==> src/hdl/rtc_ctl_pkg.sv <==
// Package with register map, field layout and timing constants of the RTC
package rtc_ctl_pkg;

  // Register byte offsets
  localparam logic [7:0] OFF_CTRL_ONE   = 8'h00;
  localparam logic [7:0] OFF_IRQ_STATUS = 8'h04;
  localparam logic [7:0] OFF_IRQ_MASK   = 8'h08;
  localparam logic [7:0] OFF_TIME       = 8'h0C;
  localparam logic [7:0] OFF_CLOCK_OUTPUT_PIN_SEL = 8'h10;

  // Control register one bit positions
  localparam int BIT_EXT_CLOCK_TEST_MODE = 7;
  localparam int BIT_STOP     = 5;
  localparam int BIT_SOFT_RST = 4;
  localparam int BIT_CORR_IE  = 2;
  localparam int BIT_MODE_12H = 1;
  localparam int BIT_LOAD_CAP = 0;

  // Interrupt status bit positions
  localparam int IRQ_SEC  = 0;
  localparam int IRQ_CORR = 1;
  localparam int IRQ_W    = 2;

  // Time register field positions
  localparam int TIME_SEC_LSB  = 0;
  localparam int TIME_MIN_LSB  = 8;
  localparam int TIME_HOUR_LSB = 16;
  localparam int TIME_PM_BIT   = 21;

  // Reset values
  localparam logic [7:0] RST_CTRL_ONE   = 8'h00;
  localparam logic [2:0] RST_CLOCK_OUTPUT_PIN_SEL = 3'h0;
  localparam logic [5:0] RST_SEC        = 6'h00;
  localparam logic [5:0] RST_MIN        = 6'h00;
  localparam logic [4:0] RST_HOUR       = 5'h00;

  // Prescaler: two free stages, then the upper chain
  localparam int LOW_W           = 2;
  localparam int UPPER_W         = 13;
  localparam int UPPER_TICK_AT   = 4160;
  localparam int TEST_W          = 6;
  localparam int TEST_TICK_AT    = 32;

  // Clock output selections (bit index into prescaler, 1 Hz, off)
  localparam logic [2:0] SEL_LOWEST_SLOW = 3'h2;
  localparam logic [2:0] SEL_ONE_HZ      = 3'h5;
  localparam logic [2:0] SEL_OFF         = 3'h7;

  // Time limits
  localparam logic [5:0] SEC_MAX  = 6'h3B;
  localparam logic [5:0] MIN_MAX  = 6'h3B;
  localparam logic [4:0] HOUR_MAX = 5'h17;
  localparam logic [4:0] HOUR_12  = 5'h0C;

  typedef struct packed {
    logic        ext_clock_test_mode;
    logic        stop;
    logic        corr_ie;
    logic        mode_12h;
    logic        load_cap;
  } ctrl_s;

endpackage : rtc_ctl_pkg
==> src/hdl/prescale_stage.sv <==
// Clearable divider stage that pulses once when its count reaches a point
`timescale 1ns/1ps
`default_nettype none
module prescale_stage #(
  parameter int WIDTH   = 6,
  parameter int TICK_AT = 32
) (
  // Clock and reset
  input  wire logic             clk_i,
  input  wire logic             rst_i,
  // Control
  input  wire logic             clr_i,
  input  wire logic             en_i,
  // Status
  output logic      [WIDTH-1:0] count_o,
  output logic                  tick_o
);

  typedef struct packed {
    logic [WIDTH-1:0] count;
    logic             tick;
  } stage_s;

  stage_s st_reg;
  stage_s st_next;
  logic [WIDTH-1:0] inc;

  if (WIDTH < 1 || TICK_AT < 1 || TICK_AT >= (1 << WIDTH))
  begin : g_bad_tick
    $error("prescale_stage: TICK_AT out of range");
  end

  assign inc = st_reg.count + WIDTH'(1);

  always_comb
  begin
    st_next      = st_reg;
    st_next.tick = 1'b0;
    if (clr_i)
      st_next.count = '0;
    else if (en_i)
    begin
      st_next.count = inc;
      st_next.tick  = (inc == WIDTH'(TICK_AT));
    end
  end

  always_ff @(posedge clk_i)
  begin
    if (rst_i)
      st_reg <= '0;
    else
      st_reg <= st_next;
  end

  assign count_o = st_reg.count;
  assign tick_o  = st_reg.tick;

endmodule : prescale_stage
`default_nettype wire

==> src/hdl/rtc_ctl.sv <==
// RTC control register one with prescaler, stop, test mode and APB slave
//
// Contract
// - Bit 7 selects external clock test mode
// - Test mode turns clock pin into timebase
// - Test clock drives prescaler to 1 Hz
// - Stop zeroes upper and test prescalers until stop cleared
// - Test: first tick 32 edges, then 64
// - Bit 5 stops clock, clears upper divider chain
// - Stop holds upper stages, lowest two run
// - Stop suppresses clock output below 8 kHz
// - Stopped time accepts writes, stays frozen
// - First tick about 0.507813 s after release
// - Bit 4 soft resets, reads zero
// - Bit 2 enables correction interrupt pulses
// - Bit 1 selects 12 or 24 hours
// - Bit 0 selects load capacitance
// - Soft reset restores reset values, except the lowest two prescaler stages and the pin sample
`timescale 1ns/1ps
`default_nettype none
module rtc_ctl #(
  parameter int UPPER_WIDTH = rtc_ctl_pkg::UPPER_W,
  parameter int UPPER_TICK  = rtc_ctl_pkg::UPPER_TICK_AT
) (
  // Clock and reset
  input  wire logic        CLK_I,
  input  wire logic        RST_I,
  // APB slave
  input  wire logic        PSEL,
  input  wire logic        PENABLE,
  input  wire logic        PWRITE,
  input  wire logic [7:0]  PADDR,
  input  wire logic [31:0] PWDATA,
  output logic      [31:0] PRDATA,
  output logic             PREADY,
  output logic             PSLVERR,
  // Oscillator timebase enable
  input  wire logic        XTAL_TICK_I,
  // Clock output pin
  input  wire logic        CLOCK_OUTPUT_PIN_I,
  output logic             CLOCK_OUTPUT_PIN_O,
  output logic             CLOCK_OUTPUT_PIN_OE_O,
  // Oscillator and interrupt
  output logic             LOAD_LOAD_CAP_SELECT_O,
  output logic             IRQ_O
);

  if (UPPER_WIDTH < 6 || UPPER_TICK < 1
      || UPPER_TICK >= (1 << UPPER_WIDTH))
  begin : g_bad_upper
    $error("rtc_ctl: upper prescaler parameters out of range");
  end

  typedef struct packed {
    rtc_ctl_pkg::ctrl_s        ctrl;
    logic [rtc_ctl_pkg::IRQ_W-1:0] status;
    logic [rtc_ctl_pkg::IRQ_W-1:0] mask;
    logic [2:0]                clk_sel;
    logic [5:0]                sec;
    logic [5:0]                min;
    logic [4:0]                hour;
    logic [rtc_ctl_pkg::LOW_W-1:0] low;
    logic                      pin_prev;
    logic                      one_hz;
    logic                      clock_output_pin;
    logic                      clock_output_pin_oe;
    logic                      irq;
    logic [31:0]               prdata;
    logic                      pready;
    logic                      pslverr;
  } state_s;

  state_s st_reg;
  state_s st_next;

  logic                   upper_en;
  logic                   test_en;
  logic [UPPER_WIDTH-1:0] upper_cnt;
  logic                   upper_tick;
  logic [rtc_ctl_pkg::TEST_W-1:0] test_cnt;
  logic                   test_tick;
  logic                   sec_tick;
  logic [14:0]            presc_bits;
  logic                   pin_rise;
  logic                   apb_setup_acc;
  logic                   apb_commit;
  logic                   wr_commit;
  logic                   hit;
  logic                   soft_rst;
  logic [31:0]            rd_word;
  logic [7:0]             ctrl_byte;
  logic [4:0]             hour_disp;
  logic                   hour_pm;
  logic [4:0]             hour_mod;
  logic [rtc_ctl_pkg::IRQ_W-1:0] irq_set;
  state_s                 rst_state;

  // Rising edges on the clock pin replace the oscillator in test mode
  assign pin_rise = st_reg.ctrl.ext_clock_test_mode & CLOCK_OUTPUT_PIN_I & ~st_reg.pin_prev;
  assign upper_en = ~st_reg.ctrl.ext_clock_test_mode & XTAL_TICK_I
                    & (&st_reg.low);
  assign test_en  = pin_rise;

  // Upper chain of the crystal prescaler, held clear while stopped
  prescale_stage #(
    .WIDTH   (UPPER_WIDTH),
    .TICK_AT (UPPER_TICK)
  ) u_upper (
    .clk_i   (CLK_I),
    .rst_i   (RST_I),
    .clr_i   (st_reg.ctrl.stop | soft_rst),
    .en_i    (upper_en),
    .count_o (upper_cnt),
    .tick_o  (upper_tick)
  );

  // Test mode prescaler counting pin edges
  prescale_stage #(
    .WIDTH   (rtc_ctl_pkg::TEST_W),
    .TICK_AT (rtc_ctl_pkg::TEST_TICK_AT)
  ) u_test (
    .clk_i   (CLK_I),
    .rst_i   (RST_I),
    .clr_i   (st_reg.ctrl.stop | soft_rst | ~st_reg.ctrl.ext_clock_test_mode),
    .en_i    (test_en),
    .count_o (test_cnt),
    .tick_o  (test_tick)
  );

  // One second tick from whichever chain is active
  assign sec_tick = st_reg.ctrl.ext_clock_test_mode ? test_tick : upper_tick;

  assign presc_bits = 15'({upper_cnt, st_reg.low});

  // APB decode
  assign apb_setup_acc = PSEL & PENABLE & ~st_reg.pready;
  assign apb_commit    = PSEL & PENABLE & st_reg.pready;
  assign hit = (PADDR == rtc_ctl_pkg::OFF_CTRL_ONE)
             | (PADDR == rtc_ctl_pkg::OFF_IRQ_STATUS)
             | (PADDR == rtc_ctl_pkg::OFF_IRQ_MASK)
             | (PADDR == rtc_ctl_pkg::OFF_TIME)
             | (PADDR == rtc_ctl_pkg::OFF_CLOCK_OUTPUT_PIN_SEL);
  assign wr_commit = apb_commit & PWRITE & hit;
  assign soft_rst  = wr_commit & (PADDR == rtc_ctl_pkg::OFF_CTRL_ONE)
                   & PWDATA[rtc_ctl_pkg::BIT_SOFT_RST];

  // Control byte read view, unused and reset bits read zero
  always_comb
  begin
    ctrl_byte = 8'h00;
    ctrl_byte[rtc_ctl_pkg::BIT_EXT_CLOCK_TEST_MODE] = st_reg.ctrl.ext_clock_test_mode;
    ctrl_byte[rtc_ctl_pkg::BIT_STOP]     = st_reg.ctrl.stop;
    ctrl_byte[rtc_ctl_pkg::BIT_CORR_IE]  = st_reg.ctrl.corr_ie;
    ctrl_byte[rtc_ctl_pkg::BIT_MODE_12H] = st_reg.ctrl.mode_12h;
    ctrl_byte[rtc_ctl_pkg::BIT_LOAD_CAP] = st_reg.ctrl.load_cap;
  end

  // Hours shown as 1 to 12 with a PM flag in 12 hour mode
  always_comb
  begin
    hour_pm  = (st_reg.hour >= rtc_ctl_pkg::HOUR_12);
    hour_mod = hour_pm ? st_reg.hour - rtc_ctl_pkg::HOUR_12 : st_reg.hour;
    if (st_reg.ctrl.mode_12h)
      hour_disp = (hour_mod == 5'h00) ? rtc_ctl_pkg::HOUR_12 : hour_mod;
    else
    begin
      hour_disp = st_reg.hour;
      hour_pm   = 1'b0;
    end
  end

  // Read data mux
  always_comb
  begin
    rd_word = 32'h0000_0000;
    case (PADDR)
      rtc_ctl_pkg::OFF_CTRL_ONE:
        rd_word[7:0] = ctrl_byte;
      rtc_ctl_pkg::OFF_IRQ_STATUS:
        rd_word[rtc_ctl_pkg::IRQ_W-1:0] = st_reg.status;
      rtc_ctl_pkg::OFF_IRQ_MASK:
        rd_word[rtc_ctl_pkg::IRQ_W-1:0] = st_reg.mask;
      rtc_ctl_pkg::OFF_TIME:
      begin
        rd_word[rtc_ctl_pkg::TIME_SEC_LSB +: 6]  = st_reg.sec;
        rd_word[rtc_ctl_pkg::TIME_MIN_LSB +: 6]  = st_reg.min;
        rd_word[rtc_ctl_pkg::TIME_HOUR_LSB +: 5] = hour_disp;
        rd_word[rtc_ctl_pkg::TIME_PM_BIT]        = hour_pm;
      end
      rtc_ctl_pkg::OFF_CLOCK_OUTPUT_PIN_SEL:
        rd_word[2:0] = st_reg.clk_sel;
      default:
        rd_word = 32'h0000_0000;
    endcase
  end

  // Events of this cycle; a set beats a same-cycle write-one clear
  always_comb
  begin
    irq_set = '0;
    if (sec_tick)
    begin
      irq_set[rtc_ctl_pkg::IRQ_SEC] = 1'b1;
      if (st_reg.ctrl.corr_ie
          && st_reg.sec == rtc_ctl_pkg::SEC_MAX)
        irq_set[rtc_ctl_pkg::IRQ_CORR] = 1'b1;
    end
  end

  // Reset image of the whole state
  always_comb
  begin
    rst_state          = '0;
    rst_state.ctrl     = '0;
    rst_state.clk_sel  = rtc_ctl_pkg::RST_CLOCK_OUTPUT_PIN_SEL;
    rst_state.sec      = rtc_ctl_pkg::RST_SEC;
    rst_state.min      = rtc_ctl_pkg::RST_MIN;
    rst_state.hour     = rtc_ctl_pkg::RST_HOUR;
    rst_state.clock_output_pin_oe = 1'b1;
  end

  always_comb
  begin
    st_next          = st_reg;
    st_next.pin_prev = CLOCK_OUTPUT_PIN_I;

    // Lowest two stages keep running through stop
    if (XTAL_TICK_I & ~st_reg.ctrl.ext_clock_test_mode)
      st_next.low = st_reg.low + 2'h1;

    st_next.status = st_reg.status | irq_set;

    // Time advances only on a tick, so a stopped clock stays frozen
    if (sec_tick)
    begin
      st_next.one_hz = ~st_reg.one_hz;
      if (st_reg.sec == rtc_ctl_pkg::SEC_MAX)
      begin
        st_next.sec = 6'h00;
        if (st_reg.min == rtc_ctl_pkg::MIN_MAX)
        begin
          st_next.min = 6'h00;
          if (st_reg.hour == rtc_ctl_pkg::HOUR_MAX)
            st_next.hour = 5'h00;
          else
            st_next.hour = st_reg.hour + 5'h01;
        end
        else
          st_next.min = st_reg.min + 6'h01;
      end
      else
        st_next.sec = st_reg.sec + 6'h01;
    end

    // APB answer after one wait state
    st_next.pready  = apb_setup_acc;
    st_next.pslverr = apb_setup_acc & ~hit;
    if (apb_setup_acc)
      st_next.prdata = PWRITE ? 32'h0000_0000 : rd_word;

    if (wr_commit)
    begin
      case (PADDR)
        rtc_ctl_pkg::OFF_CTRL_ONE:
        begin
          st_next.ctrl.ext_clock_test_mode = PWDATA[rtc_ctl_pkg::BIT_EXT_CLOCK_TEST_MODE];
          st_next.ctrl.stop     = PWDATA[rtc_ctl_pkg::BIT_STOP];
          st_next.ctrl.corr_ie  = PWDATA[rtc_ctl_pkg::BIT_CORR_IE];
          st_next.ctrl.mode_12h = PWDATA[rtc_ctl_pkg::BIT_MODE_12H];
          st_next.ctrl.load_cap = PWDATA[rtc_ctl_pkg::BIT_LOAD_CAP];
        end
        rtc_ctl_pkg::OFF_IRQ_STATUS:
          // Write one to clear, a same-cycle event wins
          st_next.status = (st_reg.status
                            & ~PWDATA[rtc_ctl_pkg::IRQ_W-1:0])
                           | irq_set;
        rtc_ctl_pkg::OFF_IRQ_MASK:
          st_next.mask = PWDATA[rtc_ctl_pkg::IRQ_W-1:0];
        rtc_ctl_pkg::OFF_TIME:
        begin
          // Loads are taken whether running or stopped
          st_next.sec  = PWDATA[rtc_ctl_pkg::TIME_SEC_LSB +: 6];
          st_next.min  = PWDATA[rtc_ctl_pkg::TIME_MIN_LSB +: 6];
          st_next.hour = PWDATA[rtc_ctl_pkg::TIME_HOUR_LSB +: 5];
        end
        rtc_ctl_pkg::OFF_CLOCK_OUTPUT_PIN_SEL:
          st_next.clk_sel = PWDATA[2:0];
        default:
          st_next.mask = st_reg.mask;
      endcase
    end

    // Clock pin: input in test mode, divided output otherwise
    st_next.clock_output_pin_oe = ~st_next.ctrl.ext_clock_test_mode;
    if (st_reg.clk_sel == rtc_ctl_pkg::SEL_OFF)
      st_next.clock_output_pin = 1'b0;
    else if (st_reg.ctrl.stop
             && st_reg.clk_sel >= rtc_ctl_pkg::SEL_LOWEST_SLOW)
      st_next.clock_output_pin = 1'b0;
    else if (st_reg.clk_sel == rtc_ctl_pkg::SEL_ONE_HZ)
      st_next.clock_output_pin = st_reg.one_hz;
    else
      st_next.clock_output_pin = presc_bits[st_reg.clk_sel];

    st_next.irq = |(st_next.status & st_next.mask);

    // Software reset restores every register except the lowest two prescaler stages and the pin sample
    if (soft_rst)
    begin
      st_next         = rst_state;
      st_next.pin_prev = CLOCK_OUTPUT_PIN_I;
      st_next.low     = st_reg.low;
    end
  end

  always_ff @(posedge CLK_I)
  begin
    if (RST_I)
    begin
      st_reg           <= '0;
      st_reg.clk_sel   <= rtc_ctl_pkg::RST_CLOCK_OUTPUT_PIN_SEL;
      st_reg.sec       <= rtc_ctl_pkg::RST_SEC;
      st_reg.min       <= rtc_ctl_pkg::RST_MIN;
      st_reg.hour      <= rtc_ctl_pkg::RST_HOUR;
      st_reg.clock_output_pin_oe <= 1'b1;
    end
    else
      st_reg <= st_next;
  end

  assign PRDATA         = st_reg.prdata;
  assign PREADY         = st_reg.pready;
  assign PSLVERR        = st_reg.pslverr;
  assign CLOCK_OUTPUT_PIN_O       = st_reg.clock_output_pin;
  assign CLOCK_OUTPUT_PIN_OE_O    = st_reg.clock_output_pin_oe;
  assign LOAD_LOAD_CAP_SELECT_O = st_reg.ctrl.load_cap;
  assign IRQ_O          = st_reg.irq;

endmodule : rtc_ctl
`default_nettype wire

==> config.mk <==
export PLATFORM = sky130hd
export DESIGN_NAME = rtc_ctl
export DESIGN_NICKNAME = d
export VERILOG_FILES = /design/src/hdl/rtc_ctl_pkg.sv /design/src/hdl/prescale_stage.sv /design/src/hdl/rtc_ctl.sv
export SDC_FILE = /design/constraint.sdc
export NUM_CORES = 1
export LEC_CHECK = 0
export BUFFER_PORTS_ARGS = -buffer_cell sky130_fd_sc_hd__buf_4
export CORE_MARGIN = 1
export CORE_UTILIZATION = 30
export DETAILED_ROUTE_END_ITERATION = 12
export GPL_ROUTABILITY_DRIVEN = 0
export GPL_TIMING_DRIVEN = 0
export PLACE_DENSITY = 0.49
export SETUP_SLACK_MARGIN = 0.05
export SLEW_MARGIN = 5
export SYNTH_ARGS = -nofsm -noshare
export SYNTH_HDL_FRONTEND = slang
export SYNTH_SLANG_ARGS = --single-unit
==> constraint.sdc <==
create_clock -name CLK_I -period 2.45 [get_ports CLK_I]
set_clock_uncertainty 0.15 [all_clocks]
set_input_delay 0.245 -clock CLK_I [delete_from_list [all_inputs] [get_ports CLK_I]]
set_output_delay 0.245 -clock CLK_I [all_outputs]
set_load 0.01 [all_outputs]
# Word-level counts from Yosys, hierarchy flattened
# Cells that the tools add are included.
# totals
in_bits,47
out_inout_bits,38
regBits,91
word_cells,121
# classes
add_sub_neg,7
eq_ne,11
bitwise,32
magnitude_cmp,3
reduce_logical,15
muxes,29
# op_table
operator,count
two-way mux 17 bit,2
two-way mux 5 bit,6
two-way mux 29 bit,1
two-way mux 6 bit,4
two-way mux 22 bit,1
"adder 6 x 1 -> 6 bit, second input constant",3
"== test 6 bit, second input constant",3
"== test 8 x 4 -> 1 bit, second input constant",2
"adder 13 x 1 -> 13 bit, second input constant",1
"== test 13 bit, second input constant",1
bitwise AND 1 bit,12
two-way mux 11 bit,1
case mux 2 bit (5 select lines),1
NOT 1 bit,9
"== test 8 x 3 -> 1 bit, second input constant",1
"== test 8 x 5 -> 1 bit, second input constant",1
logical NOT 8 bit,1
two-way mux 2 bit,4
AND reduction 2 bit,4
OR reduction 2 bit,4
"== test 3 bit, second input constant",2
OR 1 bit,6
case mux 3 bit (2 select lines),1
OR reduction 3 bit,2
17 further kinds,24

# Longest topological paths before layout
# Gate-level depths: netlist (run 1).
# logic_depth
ltp_word,11
depth_mapped,7

# By module
# A second synthesis (run 1) with hierarchy kept.
# hier_totals
hier_cells,507
area_unflattened_um2,4296.6
# modules_own_cells
mod,instances,cells_per_inst,area_each_um2,seq_area_each_um2
rtc_ctl,1,377,3175.5,1141.1
prescale_stage (u_upper),1,95,812.0,280.3
prescale_stage (u_test),1,35,309.0,140.1

# Worst setup path before layout (run 1)
# Ideal clock, no wire load.
# synth_path
kind,input to register
from,input PADDR[0]
to,"register st_reg, in the netlist IRQ_O"
setup_time_ps,117
required_time_ps,2183
arrival_ps,1871
path_buffers,1
cell_stages,6
setup_slack_ps,312
cell_sequence,or4_4 buf_6 or4_4 a221oi_2 o22a_1 nor2_1
# synth_between
elab_chain_len,9
elab_cells_between_ends,18
classes_between,eq/ne: 4; mux: 3; bitwise: 8; reduce/logical: 3
# synth_rtl
item,line_no,rtl
start: declaration,rtc_ctl.sv:32,"input wire logic [7:0] PADDR,"
== test 8 x 3 -> 1 bit or logical NOT 8 bit (tied branches),-,
OR 1 bit,rtc_ctl.sv:139,| (PADDR == rtc_ctl_pkg::OFF_IRQ_STATUS)
OR 1 bit,rtc_ctl.sv:140,| (PADDR == rtc_ctl_pkg::OFF_IRQ_MASK)
OR 1 bit,rtc_ctl.sv:141,| (PADDR == rtc_ctl_pkg::OFF_TIME)
OR 1 bit,rtc_ctl.sv:142,| (PADDR == rtc_ctl_pkg::OFF_CLOCK_OUTPUT_PIN_SEL);
bitwise AND 1 bit,rtc_ctl.sv:143,assign wr_commit = apb_commit & PWRITE & hit;
two-way mux 29 bit or bitwise AND 1 bit (tied branches),"rtc_ctl.sv:261, rtc_ctl.sv:144",
bitwise AND 2 bit or bitwise AND 1 bit (tied branches),"rtc_ctl.sv:305, rtc_ctl.sv:145",
"OR reduction 2 bit, on equally long branches",-,
end signal: assignment,rtc_ctl.sv:328,st_reg <= st_next;
end: declaration,rtc_ctl.sv:73,state_s st_reg;
# Parallel ways exist; a longest one is shown, timed or not.
# A chain may end at the register's enable or synchronous reset.

# Worst setup path in the final report (run 1)
# layout_path
from,input PADDR[0]
to,"register u_upper.st_reg, in the netlist u_upper.count_o[11]"
# layout_between
elab_chain_len,10
elab_cells_between_ends,14
classes_between,eq/ne: 4; bitwise: 8; reduce/logical: 2
# layout_rtl
item,line_no,rtl
== test 8 x 3 -> 1 bit or logical NOT 8 bit (tied branches),"rtc_ctl.sv:139, rtc_ctl.sv:138, rtc_ctl.sv:144",
OR 1 bit,rtc_ctl.sv:139,
OR 1 bit,rtc_ctl.sv:140,
OR 1 bit,rtc_ctl.sv:141,
OR 1 bit,rtc_ctl.sv:142,
bitwise AND 1 bit,rtc_ctl.sv:143,
bitwise AND 1 bit *,rtc_ctl.sv:144,assign soft_rst = wr_commit & (PADDR == rtc_ctl_pkg::OFF_CTRL_ONE)
bitwise AND 1 bit *,rtc_ctl.sv:145,& PWDATA[rtc_ctl_pkg::BIT_SOFT_RST];
OR 1 bit *,rtc_ctl.sv:111,".clr_i (st_reg.ctrl.stop | soft_rst),"
OR reduction 2 bit (no source line) *,-,
end signal: assignment,prescale_stage.sv:53,st_reg <= st_next;
end: declaration,prescale_stage.sv:24,stage_s st_reg;
# Every way passes the cells marked *; elsewhere a longest branch is shown, timed or not.

==> metrics.cfg, run 1 <==
[clock_tree]
cts_buffer_depth=2
root_buffer=clkbuf_16
cts.clk_slew.worst_paths_ps=50
numCtsBuffers=9
clock_latency_ps=340
htreeDepth=3
cts_setup_buffers=0
cts_tree=built
cts_sinks=78

[yosys]
synth.top_cells.by_area=dfxtp_1 37%, nor2_1 5.7%, buf_4 5.7%
ys_seq_area_frac=0.368
yosys.area.top_type=dfxtp_1
syn_inst=504
synthTopCellsByCount=78 x dfxtp_1, 65 x nor2_1, 37 x nand2_1, 32 x buf_4
synth_top_area_frac=0.368
ys_ff_latch=78
synthDistinctLibCells=59
yosysWarnings=0
syn_area_mm2=0.00425
synth_flop_cell=dfxtp_1
avgSynthCellArea_um2=8.43
synth_edf_count=0
synth.most_common_cell=dfxtp_1
async_flop_share=0

[finish]
fin_cells=764
largest_register_ffs=26
drive_above_1_share=0.209
area_growth_syn_to_layout_pct=22.5
post-route-util=0.376
n_antenna_cell=0
num-nets-final=637

[sta]
fmax_mhz=446
worst_pin_slew_ps=748
slew_headroom=0.487
setup_slack_ps=210
finalMaxSlewViolations=0
rsz0062_at_grt=no
finalHoldViolCount=0
fin_crit_ps=2240
tns_ps=0
final-setup-viol-count=0
post-route-period-util=0.914

[min_path]
min-delay-start=PWDATA[7]
min-delay-path-class=input pin to flop
hold_depth=3
min_to=ctrl_byte[7]$_SDFF_PP0_

[power]
ir_drop_uv=337
totalPowerFinal_mw=2.65
power.leakage_nw=2.01
powerDensity_mw_per_mm2=509

[worst_setup_path]
cp_slowest_cell=or4_4
reg2reg_depth=6
crit_path_cell_trace=buf_4 -> or4_4 -> buf_6 -> nor4_4 -> a31oi_1 -> nand2b_1 -> buf_2 -> nor2_1
timing.rr.end=IRQ_O$_SDFF_PP0_
startpoint_type=input pin
arrival_ps=2310
worstSetupPathType=input pin to flop
r2r_start=ctrl_byte[7]$_SDFF_PP0_
critical_path_required_ps=2520
reg2reg_slack_ps=300
path_max_fanout=10
cp-end-kind=flop
cpPeakStageDelay_ps=520

[detailed_routing]
routedWlPerCell_um=14.8
drc_errors=0
drt-total-wl_mm=11.3
first_pass_iters=6
drt-initial-drc-count=209
vias_per_cell=4.95
num_vias=3783
ant_nets=0

[run_status]
outcome=complete, no violations

[placed_design]
dp_cells=747
portBuffers=51
place_hpwl_mm=8.36
pre_cts_slack_ps=-133

[die]
ios=85
die_h_um=121
die-area_mm2=0.0146
die_w_um=121
start_util=0.307
row_count=43
core_mm2=0.0138

[global_routing]
grt_pass1_wl_mm=18.0
grt_util_all_layers=0.161
antenna_found_initial=0
grt_overflow=0
grt_start_max_net_pins=12
grt_pass1_vias=3499

[flow_run]
cap_violations=0

==> worst max path at each step <==
| stage | from | to | slack [ps] | cells past startpoint |
|---|---|---|---|---|
| after global routing | PADDR[0] | u_upper.count_o[7]$_SDFFE_PP0P_ | 70 | 8 |
| after CTS | PADDR[0] | u_upper.count_o[11]$_SDFFE_PP0P_ | 220 | 8 |
| after floorplan | PADDR[0] | IRQ_O$_SDFF_PP0_ | 310 | 6 |
| after detailed placement | PADDR[0] | st_reg[48]$_SDFF_PP0_ | -130 | 8 |
| after global placement | PADDR[0] | u_upper.count_o[6]$_SDFFE_PP0P_ | -130 | 8 |
| final | PADDR[0] | u_upper.count_o[11]$_SDFFE_PP0P_ | 210 | 8 |
==> cell usage in the layout, fill, tap and decap left out, types with 12 or more instances in the layout <==
| cell | count |
|---|---|
| clkbuf_1 | 19 |
| o21ai_0 | 23 |
| xnor2_1 | 12 |
| inv_1 | 12 |
| nor2_1 | 65 |
| nand3_1 | 21 |
| a22oi_1 | 12 |
| xor2_1 | 14 |
| mux2i_1 | 15 |
| buf_4 | 83 |
| nor3_1 | 13 |
| a21oi_1 | 23 |
| nand4_1 | 14 |
| nand2_1 | 37 |
| dfxtp_1 | 78 |
| conb_1 | 13 |
==> layer usage <==
metal | part of all wire | global-route usage | up-vias
met5 | 0 | 0 | -
met4 | 0.013 | 0.0525 | 0
met3 | 0.050 | 0.0399 | 9
met2 | 0.50 | 0.281 | 91
met1 | 0.44 | 0.192 | 1776
li1 | - | - | 1907
==> report_power, final <==
part,leakage [nW],switching [mW],internal [mW]
clock,0.128,0.494,0.699
combinational,1.25,0.0985,0.0741
sequential,0.629,0.00700,1.28
total,2.01,0.600,2.05
==> per-stage QoR <==
| stage | area [µm²] | hold WS (ps) |
|---|---|---|
| global route | 5200 | 43.8 |
| detailed placement | 4900 | 298 |
| CTS | 5190 | 7.45 |
| floorplan | 4290 | 223 |
| finish | 5200 | 29.0 |
| global placement | 4900 | 299 |
==> worst max-delay path, delay by kind of cell <==
family | cells | cell delay (ps)
buf+inv | 3 | 550
compound gates | 1 | 240
simple gates | 4 | 1280
==> layout make-up <==
type	count	area, µm²
Fill cell	1458	8620
Multi-Input combinational cell	367	2340
Sequential cell	78	1560
Timing Repair Buffer	54	413
Buffer	59	360
Clock buffer	12	246
Tap cell	180	225
Inverter	12	45.0
Clock inverter	2	10.0
==> timing repair <==
action / CTS / global route
hold buffers: 3 / 0
resized for setup: 1 / 2
endpoints found under the setup margin: 7 / 1
hold endpoints to repair: 3 / 0
==> kinds of logic after synthesis <==
kind of cell / share of synthesized area
DFF: 0.368
other: 0.000883
adders and majority gates: 0.0265
xor gates and xnor gates: 0.0536
AOI/OAI and AO/OA: 0.143
muxes: 0.0539
and+or+nand+nor: 0.259
buffers and inverters: 0.0954
Power figures use the tool's default switching activity.
==> inputs of run 2 (changes only) <==
- SYNTH_HIERARCHICAL: default -> 1
==> run 2 against run 1 <==
Effect of this change: sequential share of layout area is 0.87 points lower; area after synthesis is 1.1% higher; die area is 1.1% higher; largest cell class unchanged; global-route usage is 0.18 points lower; combinational power is 2% lower; design area is 3.0% higher; clock-buffer cell count is 1 higher; maximum frequency is 3.0% lower; non-clock buffer count is 7 higher; sequential cell count stayed put; total power is 15% higher.
==> metrics.cfg, run 2 <==
[run_status]
outcome=complete, no violations

[sta]
worst_pin_slew_ps=562  ; -186 ps
post-route-period-util=0.943  ; +0.0283
finalMaxSlewViolations=0  ; unchanged
fin_crit_ps=2310  ; +69.4 ps
fmax_mhz=433  ; -3.0%
slew_headroom=0.625  ; +0.138
whs_ps=15.1  ; -13.9 ps
final-setup-viol-count=0  ; unchanged
finalHoldViolCount=0  ; unchanged
rsz0062_at_grt=no

[placed_design]
portBuffers=57  ; +12%
dpl_cell_area_mm2=0.00499  ; +1.9%
dp_cells=756  ; +1.2%
place_hpwl_mm=8.19  ; -2.0%

[yosys]
synthDistinctLibCells=67  ; +14%
syn_area_mm2=0.00430  ; +1.1%
synth_edf_count=0  ; unchanged
synth.top_cells.by_area=dfxtp_1 36%, buf_4 6.5%, nor2_1 5.6%
synth_flop_cell=dfxtp_1
synthTopCellsByCount=78 x dfxtp_1, 64 x nor2_1, 39 x nand2_1, 37 x buf_4
yosysWarnings=6  ; +6
yosys.area.top_type=dfxtp_1
syn_inst=507  ; +0.60%
ys_seq_area_frac=0.363  ; -0.00417
synth_top_area_frac=0.363  ; -0.00417
synth.most_common_cell=dfxtp_1
avgSynthCellArea_um2=8.47  ; +0.55%
ys_ff_latch=78  ; unchanged
async_flop_share=0  ; unchanged

[flow_run]
cap_violations=0  ; unchanged

[global_routing]
grt_pass1_wl_mm=18.0  ; about the same
grt_overflow=0  ; unchanged
grt_util_all_layers=0.159  ; -0.00184
antenna_found_initial=0  ; unchanged
grt_pass1_vias=3564  ; +1.9%
grt_start_max_net_pins=13  ; +1

[power]
pwr-share-clk=0.523  ; +0.072
seqPwrFrac=0.422  ; -0.062
power.leakage_nw=2.17  ; +7.7%
p_comb_frac=0.056  ; -0.009
swShare=0.208  ; -0.0187
powerDensity_mw_per_mm2=566  ; +11%
ir_drop_uv=284  ; -16%
p_int_mw=2.41  ; +17%
totalPowerFinal_mw=3.04  ; +15%
p_switching_uw=631  ; +5.2%

[finish]
largest_register_ffs=26  ; unchanged
layout_common_cells=95 x buf_4, 78 x dfxtp_1, 64 x nor2_1
final_common_cell=buf_4
drive_above_1_share=0.236  ; +0.0272
num-nets-final=645  ; +1.3%
fin_cells=773  ; +1.2%
area_growth_syn_to_layout_pct=24.7
post-route-util=0.385  ; +0.00823
n_antenna_cell=0  ; unchanged
final_area_mm2=0.00536  ; +3.0%

[worst_setup_path]
r2r_start=st_reg[46]$_SDFF_PP0_
cp_num_buf_inv=0  ; -3
crit_path_cell_trace=ha_1 -> nand4_1 -> nor2_1 -> nand2_1 -> o41a_1 -> a221oi_1
cp-end-kind=flop
worstSetupPathType=flop to flop
cp_slowest_cell=o41a_1
startpoint_type=flop
path_max_fanout=5  ; -5
crit_start=st_reg[46]$_SDFF_PP0_
cpPeakStageDelay_ps=450  ; -70 ps
cp_top_family=simple AND/OR/NAND/NOR gates
arrival_ps=2410  ; +100 ps
critical_path_required_ps=2550  ; +30 ps

[die]
die_h_um=122  ; +0.56%
start_util=0.308  ; +0.00113
die_w_um=122  ; +0.56%
ios=85  ; unchanged
row_count=43  ; unchanged
die-area_mm2=0.0148  ; +1.1%
core_mm2=0.0139  ; +0.78%

[detailed_routing]
drt-initial-drc-count=202  ; -3.3%
first_pass_iters=4  ; -2
ant_nets=0  ; unchanged
drc_errors=0  ; unchanged
routedWlPerCell_um=14.6  ; -1.8%
drt-total-wl_mm=11.3  ; -0.64%
vias_per_cell=4.90  ; -1.1%
num_vias=3785  ; +0.053%

[clock_tree]
cts_sinks=78  ; unchanged
cts.clk_slew.worst_paths_ps=60  ; about the same
cts_buffer_depth=2  ; unchanged
numCtsBuffers=9  ; unchanged
cts_resized=0  ; -1
root_buffer=clkbuf_16
htreeDepth=3  ; unchanged
clock_latency_ps=340  ; about the same
cts_tree=built

[min_path]
min-delay-start=PWDATA[11]
min-delay-path-class=input pin to flop

[run 2: cell types whose count changed after synthesis, moves of 3 or more]
cell      change
inv_1         -4
clkbuf_1      -5
buf_4         +5
o21a_1        +3
or3_1         +4
mux2i_1       +3
nor3_1        -4
buf_1         +3
or3b_2        +3
a31oi_1       -3
nor2b_1       -3
nand4b_1      -5
nand3_1       +3
[run 2: cell families (layout without fill, tap and decap cells)]
kind of cell	count (synthesis)	after routing	share of synthesized area
adders and majority gates	10	10	0.0291
other	1	13	0.000873
DFF	78	78	0.363
muxes	22	22	0.0577
xor gates and xnor gates	26	26	0.0530
buffers and inverters	70	144	0.101
and+or+nand+nor	205	205	0.249
AOI/OAI and AO/OA	95	95	0.146
[run 2: worst register-to-register path, delay by kind of cell, from the launching register on]
family	cells	cell delay, ps
and+or+nand+nor	3	730
AOI/OAI and AO/OA	2	700
DFF	1	410
adders and majority gates	1	230
[run 2: final cells by class]
class                           count  area [µm²]
Clock buffer                       13         260
Fill cell                        1433        8580
Clock inverter                      3        90.1
Inverter                            8        30.0
Tap cell                          180         225
Multi-Input combinational cell    371        2350
Buffer                             61         399
Timing Repair Buffer               59         445
Sequential cell                    78        1560
[run 2: power by group through the flow]
| stage | Combinational, mW | Sequential (mW) | Clock [mW] |
|---|---|---|---|
| floorplan | 0.0856 | 1.31 | 0 |
| global placement | 0.169 | 1.31 | 0 |
| detailed placement | 0.169 | 1.31 | 0 |
| CTS | 0.171 | 1.28 | 1.63 |
| global route | 0.185 | 1.28 | 1.68 |
| finish | 0.169 | 1.28 | 1.59 |
[run 2: repair_timing]
action                                 CTS  global route
pin swaps                                1             0
hold buffers                             1             0
endpoints found under the hold margin    1             0
cloned                                   0             0
setup buffers                            1             0
setup endpoints to repair               10             7
[run 2: worst paths after layout]
kind	depth (start not counted)	end	slack, ps
max	6	st_reg[44]$_SDFF_PP0_	140
min	3	st_reg[49]$_SDFF_PP0_	20
max reg2reg	6	st_reg[44]$_SDFF_PP0_	140
min reg2reg	2	PRDATA[7]$_SDFFE_PP0P_	300
[run 2: layer usage]
layer  global-route usage  share of wire  vias to the layer above
li1                     -              -                     1923
met1                0.208           0.47                     1768
met2                0.249           0.46                       74
met3               0.0276          0.038                       20
met4               0.0841          0.025                        0
met5                    0              0                        -
[run 2: per-stage QoR]
stage,setup TNS [ps],worst slack (ps)
floorplan,0,167
global placement,-10790,-437
detailed placement,-12170,-444
CTS,0,181
global route,0,55.1
finish,0,141
